$ cat config.mk
export PLATFORM = sky130hd
export DESIGN_NAME = mlr_readout
export DESIGN_NICKNAME = d
export VERILOG_FILES = /design/src/mlr_pkg.sv /design/src/mlr_result_mem.sv /design/src/mlr_readout.sv
export SDC_FILE = /design/constraint.sdc
export NUM_CORES = 1
export LEC_CHECK = 0
export ABC_CLOCK_PERIOD_IN_PS = 2029
export BUFFER_PORTS_ARGS = -buffer_cell sky130_fd_sc_hd__buf_2
export CORE_MARGIN = 3
export CORE_UTILIZATION = 35
export CTS_CLUSTER_SIZE = 28
export DETAILED_ROUTE_END_ITERATION = 12
export SKIP_LAST_GASP = 1
export SLEW_MARGIN = 20
export SYNTH_ARGS = -nofsm -noshare
export SYNTH_HDL_FRONTEND = slang
export SYNTH_HIERARCHICAL = 1
export SYNTH_SLANG_ARGS = --single-unit
$ cat constraint.sdc
create_clock -name mclk_i -period 2.03 [get_ports mclk_i]
set_clock_uncertainty 0.1 [all_clocks]
set_input_delay 0.203 -clock mclk_i [delete_from_list [all_inputs] [get_ports mclk_i]]
set_output_delay 0.203 -clock mclk_i [all_outputs]
set_load 0.005 [all_outputs]
$ cat src/mlr_pkg.sv
package mlr_pkg;
  localparam int NUM_LANES       = 4;
  localparam int RESULT_BITS     = 16;
  localparam int CH_IDX_BITS     = 2;
  localparam int BIT_IDX_BITS    = 4;
  localparam logic [3:0] MSB_IDX = 4'hf;
  localparam logic [1:0] CH_WRAP = 2'h3;
  localparam logic RATE_SDR      = 1'b0;
  localparam logic RATE_DDR      = 1'b1;
  localparam logic IO_CMOS       = 1'b0;
  localparam logic IO_LVDS       = 1'b1;
  localparam int SYNC_STAGES     = 3;
  typedef enum logic [1:0] {
    MLR_IDLE,
    MLR_SAMPLE,
    MLR_SHIFT
  } mlr_state_type;
endpackage : mlr_pkg

$ cat src/mlr_result_mem.sv
`timescale 1ns/1ps
// holds the four latched channel results, registered read port per lane
module mlr_result_mem (
  input  wire logic        mclk_i,
  input  wire logic        rst_n_i,
  input  wire logic        load_i,
  input  wire logic [63:0] data_i,
  input  wire logic [7:0]  rd_ch_i,
  output logic      [63:0] rd_data_o
);
  logic [15:0] mem_r [0:3];

  always_ff @(posedge mclk_i or negedge rst_n_i)
  begin
    if (!rst_n_i)
    begin
      mem_r[0] <= 16'h0000;
      mem_r[1] <= 16'h0000;
      mem_r[2] <= 16'h0000;
      mem_r[3] <= 16'h0000;
    end
    else if (load_i)
    begin
      mem_r[0] <= data_i[15:0];
      mem_r[1] <= data_i[31:16];
      mem_r[2] <= data_i[47:32];
      mem_r[3] <= data_i[63:48];
    end
  end

  genvar g;
  generate
    for (g = 0; g < 4; g++)
    begin : g_rd
      always_ff @(posedge mclk_i or negedge rst_n_i)
      begin
        if (!rst_n_i)
          rd_data_o[16*g +: 16] <= 16'h0000;
        else
          rd_data_o[16*g +: 16] <= mem_r[rd_ch_i[2*g +: 2]];
      end
    end
  endgenerate
endmodule : mlr_result_mem

$ cat src/mlr_readout.sv
// Overview of operation
// - cmos mode always drives all four lanes (1 to 4)
// - lvds mode always drives all four pairs, a to d
// - every lane sends each result most significant bit first
// - each lane rotates through all four channels, wrapping after channel four
// - lane n begins its sequence with channel n
// - shift on falling edges in sdr, on both edges in ddr
// - return a delayed copy of the shift clock aligned with data
// - convert_n rise starts sampling, fall starts conversion and readout
`timescale 1ns/1ps
module mlr_readout (
  input  wire logic        mclk_i,
  input  wire logic        rst_n_i,
  input  wire logic        shift_clk_i,
  input  wire logic        convert_n_i,
  input  wire logic        rate_select_strap_i,
  input  wire logic        io_select_strap_i,
  input  wire logic [63:0] conv_data_i,
  output logic             cmos_lane_1_o,
  output logic             cmos_lane_2_o,
  output logic             cmos_lane_3_o,
  output logic             cmos_lane_4_o,
  output logic             lvds_pair_a_o,
  output logic             lvds_pair_b_o,
  output logic             lvds_pair_c_o,
  output logic             lvds_pair_d_o,
  output logic             returned_capture_clock_o,
  output logic             busy_o
);
  logic [2:0]          sck_sync_r;
  logic [2:0]          cnv_sync_r;
  logic                sck_lvl_r;
  logic                cnv_lvl_r;
  logic                sck_lvl_nxt;
  logic                cnv_lvl_nxt;
  logic                ddr_r;
  logic                lvds_r;
  logic                strap_done_r;
  mlr_pkg::mlr_state_type state_r;
  logic [3:0]          bit_r;
  logic [1:0]          slot_r;
  logic [7:0]          rd_ch;
  logic [63:0]         rd_data;
  logic [3:0]          lane_bit;
  logic [3:0]          lane_r;
  logic                sck_rise;
  logic                sck_fall;
  logic                shift_evt;
  logic                cnv_rise;
  logic                cnv_fall;
  logic                load;
  logic [3:0]          bit_d_r;
  logic                shift_d_r;
  logic [1:0]          ret_dly_r;

  // three-stage synchronisers, change accepted once stages two and three agree
  always_ff @(posedge mclk_i or negedge rst_n_i)
  begin
    if (!rst_n_i)
    begin
      sck_sync_r <= 3'h0;
      cnv_sync_r <= 3'h7;
    end
    else
    begin
      sck_sync_r <= {sck_sync_r[1:0], shift_clk_i};
      cnv_sync_r <= {cnv_sync_r[1:0], convert_n_i};
    end
  end

  always_comb
  begin
    sck_lvl_nxt = (sck_sync_r[1] == sck_sync_r[2]) ? sck_sync_r[2] : sck_lvl_r;
    cnv_lvl_nxt = (cnv_sync_r[1] == cnv_sync_r[2]) ? cnv_sync_r[2] : cnv_lvl_r;
  end

  always_ff @(posedge mclk_i or negedge rst_n_i)
  begin
    if (!rst_n_i)
    begin
      sck_lvl_r <= 1'b0;
      cnv_lvl_r <= 1'b1;
    end
    else
    begin
      sck_lvl_r <= sck_lvl_nxt;
      cnv_lvl_r <= cnv_lvl_nxt;
    end
  end

  assign sck_rise = sck_lvl_nxt & ~sck_lvl_r;
  assign sck_fall = ~sck_lvl_nxt & sck_lvl_r;
  assign cnv_rise = cnv_lvl_nxt & ~cnv_lvl_r;
  assign cnv_fall = ~cnv_lvl_nxt & cnv_lvl_r;
  assign shift_evt = (ddr_r == mlr_pkg::RATE_DDR) ? (sck_rise | sck_fall) : sck_fall;

  // straps caught once after reset release
  always_ff @(posedge mclk_i or negedge rst_n_i)
  begin
    if (!rst_n_i)
    begin
      ddr_r        <= mlr_pkg::RATE_SDR;
      lvds_r       <= mlr_pkg::IO_CMOS;
      strap_done_r <= 1'b0;
    end
    else if (!strap_done_r)
    begin
      ddr_r        <= rate_select_strap_i;
      lvds_r       <= io_select_strap_i;
      strap_done_r <= 1'b1;
    end
  end

  always_ff @(posedge mclk_i or negedge rst_n_i)
  begin
    if (!rst_n_i)
      state_r <= mlr_pkg::MLR_IDLE;
    else
    begin
      case (state_r)
        mlr_pkg::MLR_IDLE:
          if (cnv_rise)
            state_r <= mlr_pkg::MLR_SAMPLE;
        mlr_pkg::MLR_SAMPLE:
          if (cnv_fall)
            state_r <= mlr_pkg::MLR_SHIFT;
        mlr_pkg::MLR_SHIFT:
          if (cnv_rise)
            state_r <= mlr_pkg::MLR_SAMPLE;
        default:
          state_r <= mlr_pkg::MLR_IDLE;
      endcase
    end
  end

  assign load = (state_r == mlr_pkg::MLR_SAMPLE) && cnv_fall;

  // keeps bit index, lane gate and returned clock in step with the registered read port
  always_ff @(posedge mclk_i or negedge rst_n_i)
  begin
    if (!rst_n_i)
    begin
      bit_d_r   <= mlr_pkg::MSB_IDX;
      shift_d_r <= 1'b0;
      ret_dly_r <= 2'h0;
    end
    else
    begin
      bit_d_r   <= bit_r;
      shift_d_r <= (state_r == mlr_pkg::MLR_SHIFT);
      ret_dly_r <= {ret_dly_r[0], sck_lvl_r};
    end
  end

  // bit counter over 16 slots, then next channel; wraps indefinitely
  always_ff @(posedge mclk_i or negedge rst_n_i)
  begin
    if (!rst_n_i)
    begin
      bit_r  <= mlr_pkg::MSB_IDX;
      slot_r <= 2'h0;
    end
    else if (load)
    begin
      bit_r  <= mlr_pkg::MSB_IDX;
      slot_r <= 2'h0;
    end
    else if (state_r == mlr_pkg::MLR_SHIFT && shift_evt)
    begin
      bit_r <= bit_r - 4'h1;
      if (bit_r == 4'h0)
        slot_r <= slot_r + 2'h1;
    end
  end

  // lane g reads channel (g + slot) mod 4
  genvar g;
  generate
    for (g = 0; g < mlr_pkg::NUM_LANES; g++)
    begin : g_lane
      localparam logic [1:0] OWN_CH = 2'(g);
      assign rd_ch[2*g +: 2] = OWN_CH + slot_r;
      assign lane_bit[g]     = rd_data[16*g + int'(bit_d_r)];
      always_ff @(posedge mclk_i or negedge rst_n_i)
      begin
        if (!rst_n_i)
          lane_r[g] <= 1'b0;
        else
          lane_r[g] <= shift_d_r ? lane_bit[g] : 1'b0;
      end
    end
  endgenerate

  mlr_result_mem u_mem (
    .mclk_i    (mclk_i),
    .rst_n_i   (rst_n_i),
    .load_i    (load),
    .data_i    (conv_data_i),
    .rd_ch_i   (rd_ch),
    .rd_data_o (rd_data)
  );

  // lanes go out on both pin groups; the io strap picks which group is live
  always_ff @(posedge mclk_i or negedge rst_n_i)
  begin
    if (!rst_n_i)
    begin
      cmos_lane_1_o            <= 1'b0;
      cmos_lane_2_o            <= 1'b0;
      cmos_lane_3_o            <= 1'b0;
      cmos_lane_4_o            <= 1'b0;
      lvds_pair_a_o            <= 1'b0;
      lvds_pair_b_o            <= 1'b0;
      lvds_pair_c_o            <= 1'b0;
      lvds_pair_d_o            <= 1'b0;
      returned_capture_clock_o <= 1'b0;
      busy_o                   <= 1'b0;
    end
    else
    begin
      cmos_lane_1_o            <= (lvds_r == mlr_pkg::IO_CMOS) & lane_r[0];
      cmos_lane_2_o            <= (lvds_r == mlr_pkg::IO_CMOS) & lane_r[1];
      cmos_lane_3_o            <= (lvds_r == mlr_pkg::IO_CMOS) & lane_r[2];
      cmos_lane_4_o            <= (lvds_r == mlr_pkg::IO_CMOS) & lane_r[3];
      lvds_pair_a_o            <= (lvds_r == mlr_pkg::IO_LVDS) & lane_r[0];
      lvds_pair_b_o            <= (lvds_r == mlr_pkg::IO_LVDS) & lane_r[1];
      lvds_pair_c_o            <= (lvds_r == mlr_pkg::IO_LVDS) & lane_r[2];
      lvds_pair_d_o            <= (lvds_r == mlr_pkg::IO_LVDS) & lane_r[3];
      returned_capture_clock_o <= ret_dly_r[1];
      busy_o                   <= (state_r == mlr_pkg::MLR_SHIFT);
    end
  end
endmodule : mlr_readout

* Word level (Yosys, flattened, before mapping)
Cells that the tools add are included.
** Storage, ports and cells
- Input port bits :: 70
- Output and inout port bits :: 10
- Bits in registers :: 167
- Logic and storage cells :: 124
** Cells by class
- $lt $le $gt $ge :: 8
- Bitwise logic cells :: 22
- Add/subtract/negate cells :: 7
- Multiplexer cells :: 38
- Equal/unequal tests :: 6
- Reductions and logical operators :: 9
** Operators by type and width (count)
- binary-select mux 16 bit (select 2 bit) :: 4
- two-way mux 16 bit :: 8
- binary-select mux 1 bit (select 6 bit) :: 3
- adder 6 x 4 -> 7 bit, first input constant :: 2
- < comparator 7 bit, second input constant :: 2
- two-way mux 1 bit :: 14
- bitwise AND 1 bit :: 12
- greater-or-equal comparator 3 bit, second input constant :: 4
- NOT 2 -> 3 bit :: 4
- two-way mux 2 bit :: 5
- two-way mux 4 bit :: 2
- < comparator 4 x 7 -> 1 bit, second input constant :: 1
- < comparator 6 x 7 -> 1 bit, second input constant :: 1
- adder 5 x 4 -> 6 bit, first input constant :: 1
- NOT 1 bit :: 5
- adder 2 bit, first input constant :: 2
- binary-select mux 1 bit (select 4 bit) :: 1
- logical NOT 4 bit :: 1
- one-hot mux 2 bit (2 select lines) :: 1
- AND reduction 2 bit :: 2
- nonzero test 2 bit :: 2
- subtractor 4 x 1 -> 4 bit, second input constant :: 1
- adder 1 x 2 -> 2 bit, first input constant :: 1
- equality test 1 bit :: 2
- 8 further kinds :: 9

* Depth between registers and ports, before layout
- Depth after elaboration :: 9
- Gate-level depth with buffers :: 7
- Depth with buffers taken out :: 7

* By module
The synthesis kept the hierarchy.
** Modules (own cells, without submodules)
- mlr_result_mem :: instances 1, area each 5655.4 µm², seq. area each 3203.1 µm², cells each 279
- mlr_readout :: instances 1, area each 1920.6 µm², seq. area each 991.0 µm², cells each 151

* Worst setup path after synthesis
Ideal clock, no wire load.
- Kind :: register to register
- Start :: register sck_lvl_r
- End :: register bit_r[3]
- Arrival time :: 1.758 ns
- Period minus slack after synthesis :: 1.922 ns
- Required time :: 1.866 ns
- Setup time :: 0.064 ns
- Stages on the path, launching flop included :: 8
- Buffers on the path :: 0
- Slack :: 0.108 ns
- Path through :: dfrtp_1 > a21o_1 > o21ai_0 > ha_1 > and2b_1 > o21ai_2 > or4b_1 > nand3_1
** On the way
- Cells in the longest elaborated chain, start to end :: 7
- Elaborated cells on any way between the ends :: 9
- Those cells by class :: mux: 2; bitwise: 5; reduce/logical: 2
** Ends and longest elaborated chain
- start, declared :: RTL line mlr_readout.sv:32 : logic sck_lvl_r;
- start signal, assigned :: RTL line mlr_readout.sv:86 : sck_lvl_r <= sck_lvl_nxt;
- two-way mux 1 bit :: RTL line mlr_readout.sv:73 : sck_lvl_nxt = (sck_sync_r[1] == sck_sync_r[2]) ? sck_sync_r[2] : sck_lvl_r;
- NOT 1 bit :: RTL line mlr_readout.sv:92 : assign sck_fall = ~sck_lvl_nxt & sck_lvl_r;
- bitwise AND 1 bit :: RTL line mlr_readout.sv:92
- bitwise OR 1 bit :: RTL line mlr_readout.sv:95 : assign shift_evt = (ddr_r == mlr_pkg::RATE_DDR) ? (sck_rise | sck_fall) : sck_fall;
- two-way mux 1 bit * :: RTL line mlr_readout.sv:95
- logical AND 1 bit * :: RTL line mlr_readout.sv:168 : else if (state_r == mlr_pkg::MLR_SHIFT && shift_evt)
- nonzero test 2 bit (no source line) *
- end signal, assigned :: RTL line mlr_readout.sv:160 : bit_r <= mlr_pkg::MSB_IDX;
- end signal, assigned :: RTL line mlr_readout.sv:165 : bit_r <= mlr_pkg::MSB_IDX;
- end signal, assigned :: RTL line mlr_readout.sv:170 : bit_r <= bit_r - 4'h1;
- end, declared :: RTL line mlr_readout.sv:40 : logic [3:0] bit_r;
Mark *: on every way between the ends. The rest lies on a longest branch, timed or not.
A chain may end at the register's enable or synchronous reset.

* Final worst setup path
Ends and elaborated chain as after synthesis.

==> results.md <==
## Outcome
• run status: finished, final reports clean

## Die
• Die W: 153.1 µm
• Core Rows: 53
• die area: 0.02345 mm²
• placeable core area: 0.02115 mm²
• I/O pin cnt: 80
• die boundary height: 153.1 µm
• starting density of the core: 35.81%

## Logic synthesis
• multiplexer share of the synthesized area: 34.67%
• Synth Area in Simple Gates: 3.138%
• Cells after Synth: 430
• Synth Area in Adders: 0.3303%
• most common flop cell mapped by yosys: dfrtp_1
• Synth warnings: 6
• Synth Register Bits: 167
• unique cell type count in the Yosys netlist: 38
• cell type with the largest total area after synthesis: dfrtp_1
• top cell type's share of synthesized area: 51.20%
• share of the synthesized netlist area taken by xor and xnor gates: 0.4624%
• post-synthesis compound-gate area fraction: 2.378%
• async set or reset register ratio after synthesis: 100.0%
• number of flops mapped to enable cells by yosys: 0
• post-synthesis sequential area ratio: 55.36%
• dominant cells by area after synthesis: dfrtp_1 (51%), mux4_2 (15%), mux2_2 (9.8%)
• cell area after synthesis: 0.007576 mm²
• Post-Syn Nets: 502
• largest family of logic cells by synthesized area: multiplexers
• Avg Cell Area, Syn: 17.62 µm²

## Drt
• DRC: 0
• via count of the routed design: 4499
• first-pass detailed-route iteration total: 5
• drt first-iter violations: 243
• post-detailed-route via-to-cell ratio: 5.124
• count of antenna-violating nets left after detailed routing: 0
• Total Wirelength: 15.86 mm
• average wire length per cell after detail routing: 18.06 µm

## GRT
• GRT busiest layer: met2
• met3 Track Usage GR: 3.369%
• global-route wire length before repair: 26.50 mm
• All-Layer GR Usage: 14.46%
• M1 GR Usage: 18.26%
• grt met2 use: 24.40%
• initial antenna violation count: 0
• sum of overflow across all layers after global routing: 0
• vias in the first global route: 4939
• maximum number of pins on one net before global-route repair: 56

## STA
• final setup violating endpoints: 0
• number of hold-slack violations in the final timing report: 0
• remaining max-slew budget at the tightest pin: 63.57%
• Least-Margin Pin Slew: 545.4 ps
• unrepaired setup endpoints after global routing: true
• setup_tns: 0 ps
• Fmax achieved: 509.0 MHz
• final clock period utilization by the worst path: 96.78%
• final slew viol count: 0
• final period demand of the worst path: 1965 ps

## Worst setup path
• worst reg-to-reg path cell count: 7
• critical path type: flop to flop
• Reg2Reg Setup Slack: 70 ps
• endpoint of the worst-slack reg-to-reg timing path: bit_r[3]$_DFFE_PN1P_
• startpoint of the most critical register-to-register path: sck_lvl_r$_DFF_PN0_
• data arrival time of the critical path: 2230 ps
• critical path peak fanout: 3
• type of destination of the critical path: flop
• Worst Setup Start Kind: flop
• required time worst endpoint: 2300 ps

## Power
• total power divided by cell area: 1285 mW/mm²
• leakage: 4.205 nW
• peak supply drop: 0.7005 mV
• Reg power frac: 47.6%
• switch share: 27.77%
• Int Power: 0.008911 W
• switching pwr: 0.003425 W
• proportion of power drawn by the clock network: 26.1%
• power after layout: 0.01234 W
• relative contribution of combinational cells to total power: 26.3%

## Finish
• net total in the final layout: 662
• Util after Layout: 45.38%
• fraction of final layout cells sized beyond drive strength 1: 43.95%
• diode count: 0
• final instance count without filler cells: 878
• FILL cells: 1773
• area delta synth->final: 26.72%

## Min path
• worst hold path type: input pin to asynchronous set/reset pin

## CTS
• clock sink count: 167
• Clock Latency Late Sink: 430 ps
• number of buffers created by CTS: 17
• root buffer cell: clkbuf_16
• TritonCTS clock tree: built
• clock input transition at the sequential cells of the worst setup and hold paths: 60 ps
• Clock Tree Buf Depth: 2
• H-tree levels: 4

## Placement
• quantity of I/O buffers inserted on ports: 79
• detailed-placement wirelength estimate: 10.96 mm
• placed instance count: 776
• RD Place Congestion: 0.8269

## Run
• max-cap violation count: 0

==> power by group through the flow <==
| stage | Combinational [W] | Clock (W) | Sequential, W |
|---|---|---|---|
| after floorplan | 0.00260 | 0 | 0.00544 |
| after global placement | 0.00307 | 0 | 0.00584 |
| after detailed placement | 0.00316 | 0 | 0.00595 |
| after CTS | 0.00328 | 0.00331 | 0.00589 |
| after global routing | 0.00350 | 0.00346 | 0.00609 |
| final | 0.00325 | 0.00322 | 0.00587 |
==> sequential cells by signal, indices dropped and copies added (netlist names), 2 cells and up <==
| register | count |
|---|---|
| u_mem/mem_r | 64 |
| u_mem/rd_data_o | 64 |
| bit_d_r | 4 |
| bit_r | 4 |
| lane_r | 4 |
| cnv_sync_r | 3 |
| sck_sync_r | 3 |
| ret_dly_r | 2 |
| slot_r | 2 |
| state_r | 2 |
==> per-stage QoR <==
stage	hold WS (ps)	worst slack [ps]	cell area (µm²)
after floorplan	-192.6	107.8	7576
after CTS	179.9	0.9819	9585
after global routing	206.9	-48.66	9600
after global placement	56.46	67.29	8303
final	180.2	65.34	9600
after detailed placement	57.45	18.53	8303
==> cell usage in the layout (no fill, tap or decap), types with 2 or more instances in the layout <==
cell / netlist / layout
clkinv_4: 0 / 4
nor2_1: 5 / 5
nand2_1: 11 / 11
a22oi_1: 3 / 3
xnor2_1: 3 / 3
nand4_1: 3 / 3
a32oi_1: 3 / 3
buf_4: 0 / 17
clkbuf_1: 2 / 3
buf_12: 4 / 5
dlygate4sd3_1: 0 / 69
mux4_2: 50 / 50
mux4_1: 25 / 25
mux2_2: 66 / 66
and2_1: 5 / 5
ha_1: 2 / 2
mux2i_1: 10 / 10
clkbuf_16: 0 / 17
nand3_1: 8 / 7
bufinv_16: 0 / 3
o211ai_1: 6 / 6
buf_2: 16 / 78
a21o_1: 2 / 2
inv_1: 9 / 8
dfrtp_1: 155 / 154
clkinv_2: 0 / 3
nor2b_1: 9 / 9
dfstp_2: 12 / 12
clkinvlp_4: 0 / 2
==> per-layer routing <==
layer / vias to the layer above / wire length, µm
li1: 1998 / -
met1: 2384 / 6783
met2: 94 / 8288
met3: 23 / 514
met4: 0 / 271
met5: - / 0
==> layout make-up <==
| cell class | count | area (µm²) | area share, % |
|---|---|---|---|
| clock buffers | 20 | 436.7 | 4.548 |
| clock inverters | 12 | 155.1 | 1.616 |
| inverters | 9 | 33.78 | 0.3519 |
| multi-input cells | 225 | 3115 | 32.45 |
| flip-flops and latches | 167 | 4195 | 43.70 |
| well taps | 275 | 344.1 | 3.584 |
| repair buffers | 170 | 1320 | 13.75 |
==> timing repair <==
action / CTS / global route
endpoints found under the setup margin: 0 / 21
resized for setup: 0 / 4
setup buffers: 0 / 1
hold buffers: 69 / 0
hold endpoints to repair: 106 / 0
==> worst max-delay path, stage by stage, from the launching register on <==
cell	delay [ps]
dfrtp_1	390
a21o_1	180
o21ai_1	100
ha_1	250
and2b_2	240
o21ai_2	70
or4b_1	470
nand3_1	100
==> cell families (layout without fill, tap and decap cells) <==
group                    count (synthesis)  after routing
flip-flops                             167            167
multiplexers                           151            151
AND/OR/NAND/NOR                         44             44
buffers and inverters                   38            211
AO/OA/AOI/OAI                           23             23
XOR/XNOR                                 4              4
adder cells (fa/ha/maj)                  2              2
other                                    1              1
==> cell usage after synthesis (all sizes together), types with 2 or more instances <==
master / count
a21o: 2
a22oi: 3
a32oi: 3
and2: 5
buf: 26
clkbuf: 3
dfrtp: 155
dfstp: 12
ha: 2
inv: 9
mux2: 66
mux2i: 10
mux4: 75
nand2: 11
nand3: 8
nand4: 3
nor2: 5
nor2b: 10
o211ai: 6
o21ai: 2
xnor2: 3
==> worst max-delay path by stage <==
stage / slack, ps / to / start
floorplan: 110 / bit_r[3]$_DFFE_PN1P_ / sck_lvl_r$_DFF_PN0_
global placement: 70 / bit_r[3]$_DFFE_PN1P_ / sck_lvl_r$_DFF_PN0_
detailed placement: 20 / bit_r[3]$_DFFE_PN1P_ / sck_lvl_r$_DFF_PN0_
CTS: 1 / bit_r[3]$_DFFE_PN1P_ / sck_lvl_r$_DFF_PN0_
global route: -50 / bit_r[3]$_DFFE_PN1P_ / sck_lvl_r$_DFF_PN0_
finish: 70 / bit_r[3]$_DFFE_PN1P_ / sck_lvl_r$_DFF_PN0_
(Power assumes the default switching activity.)
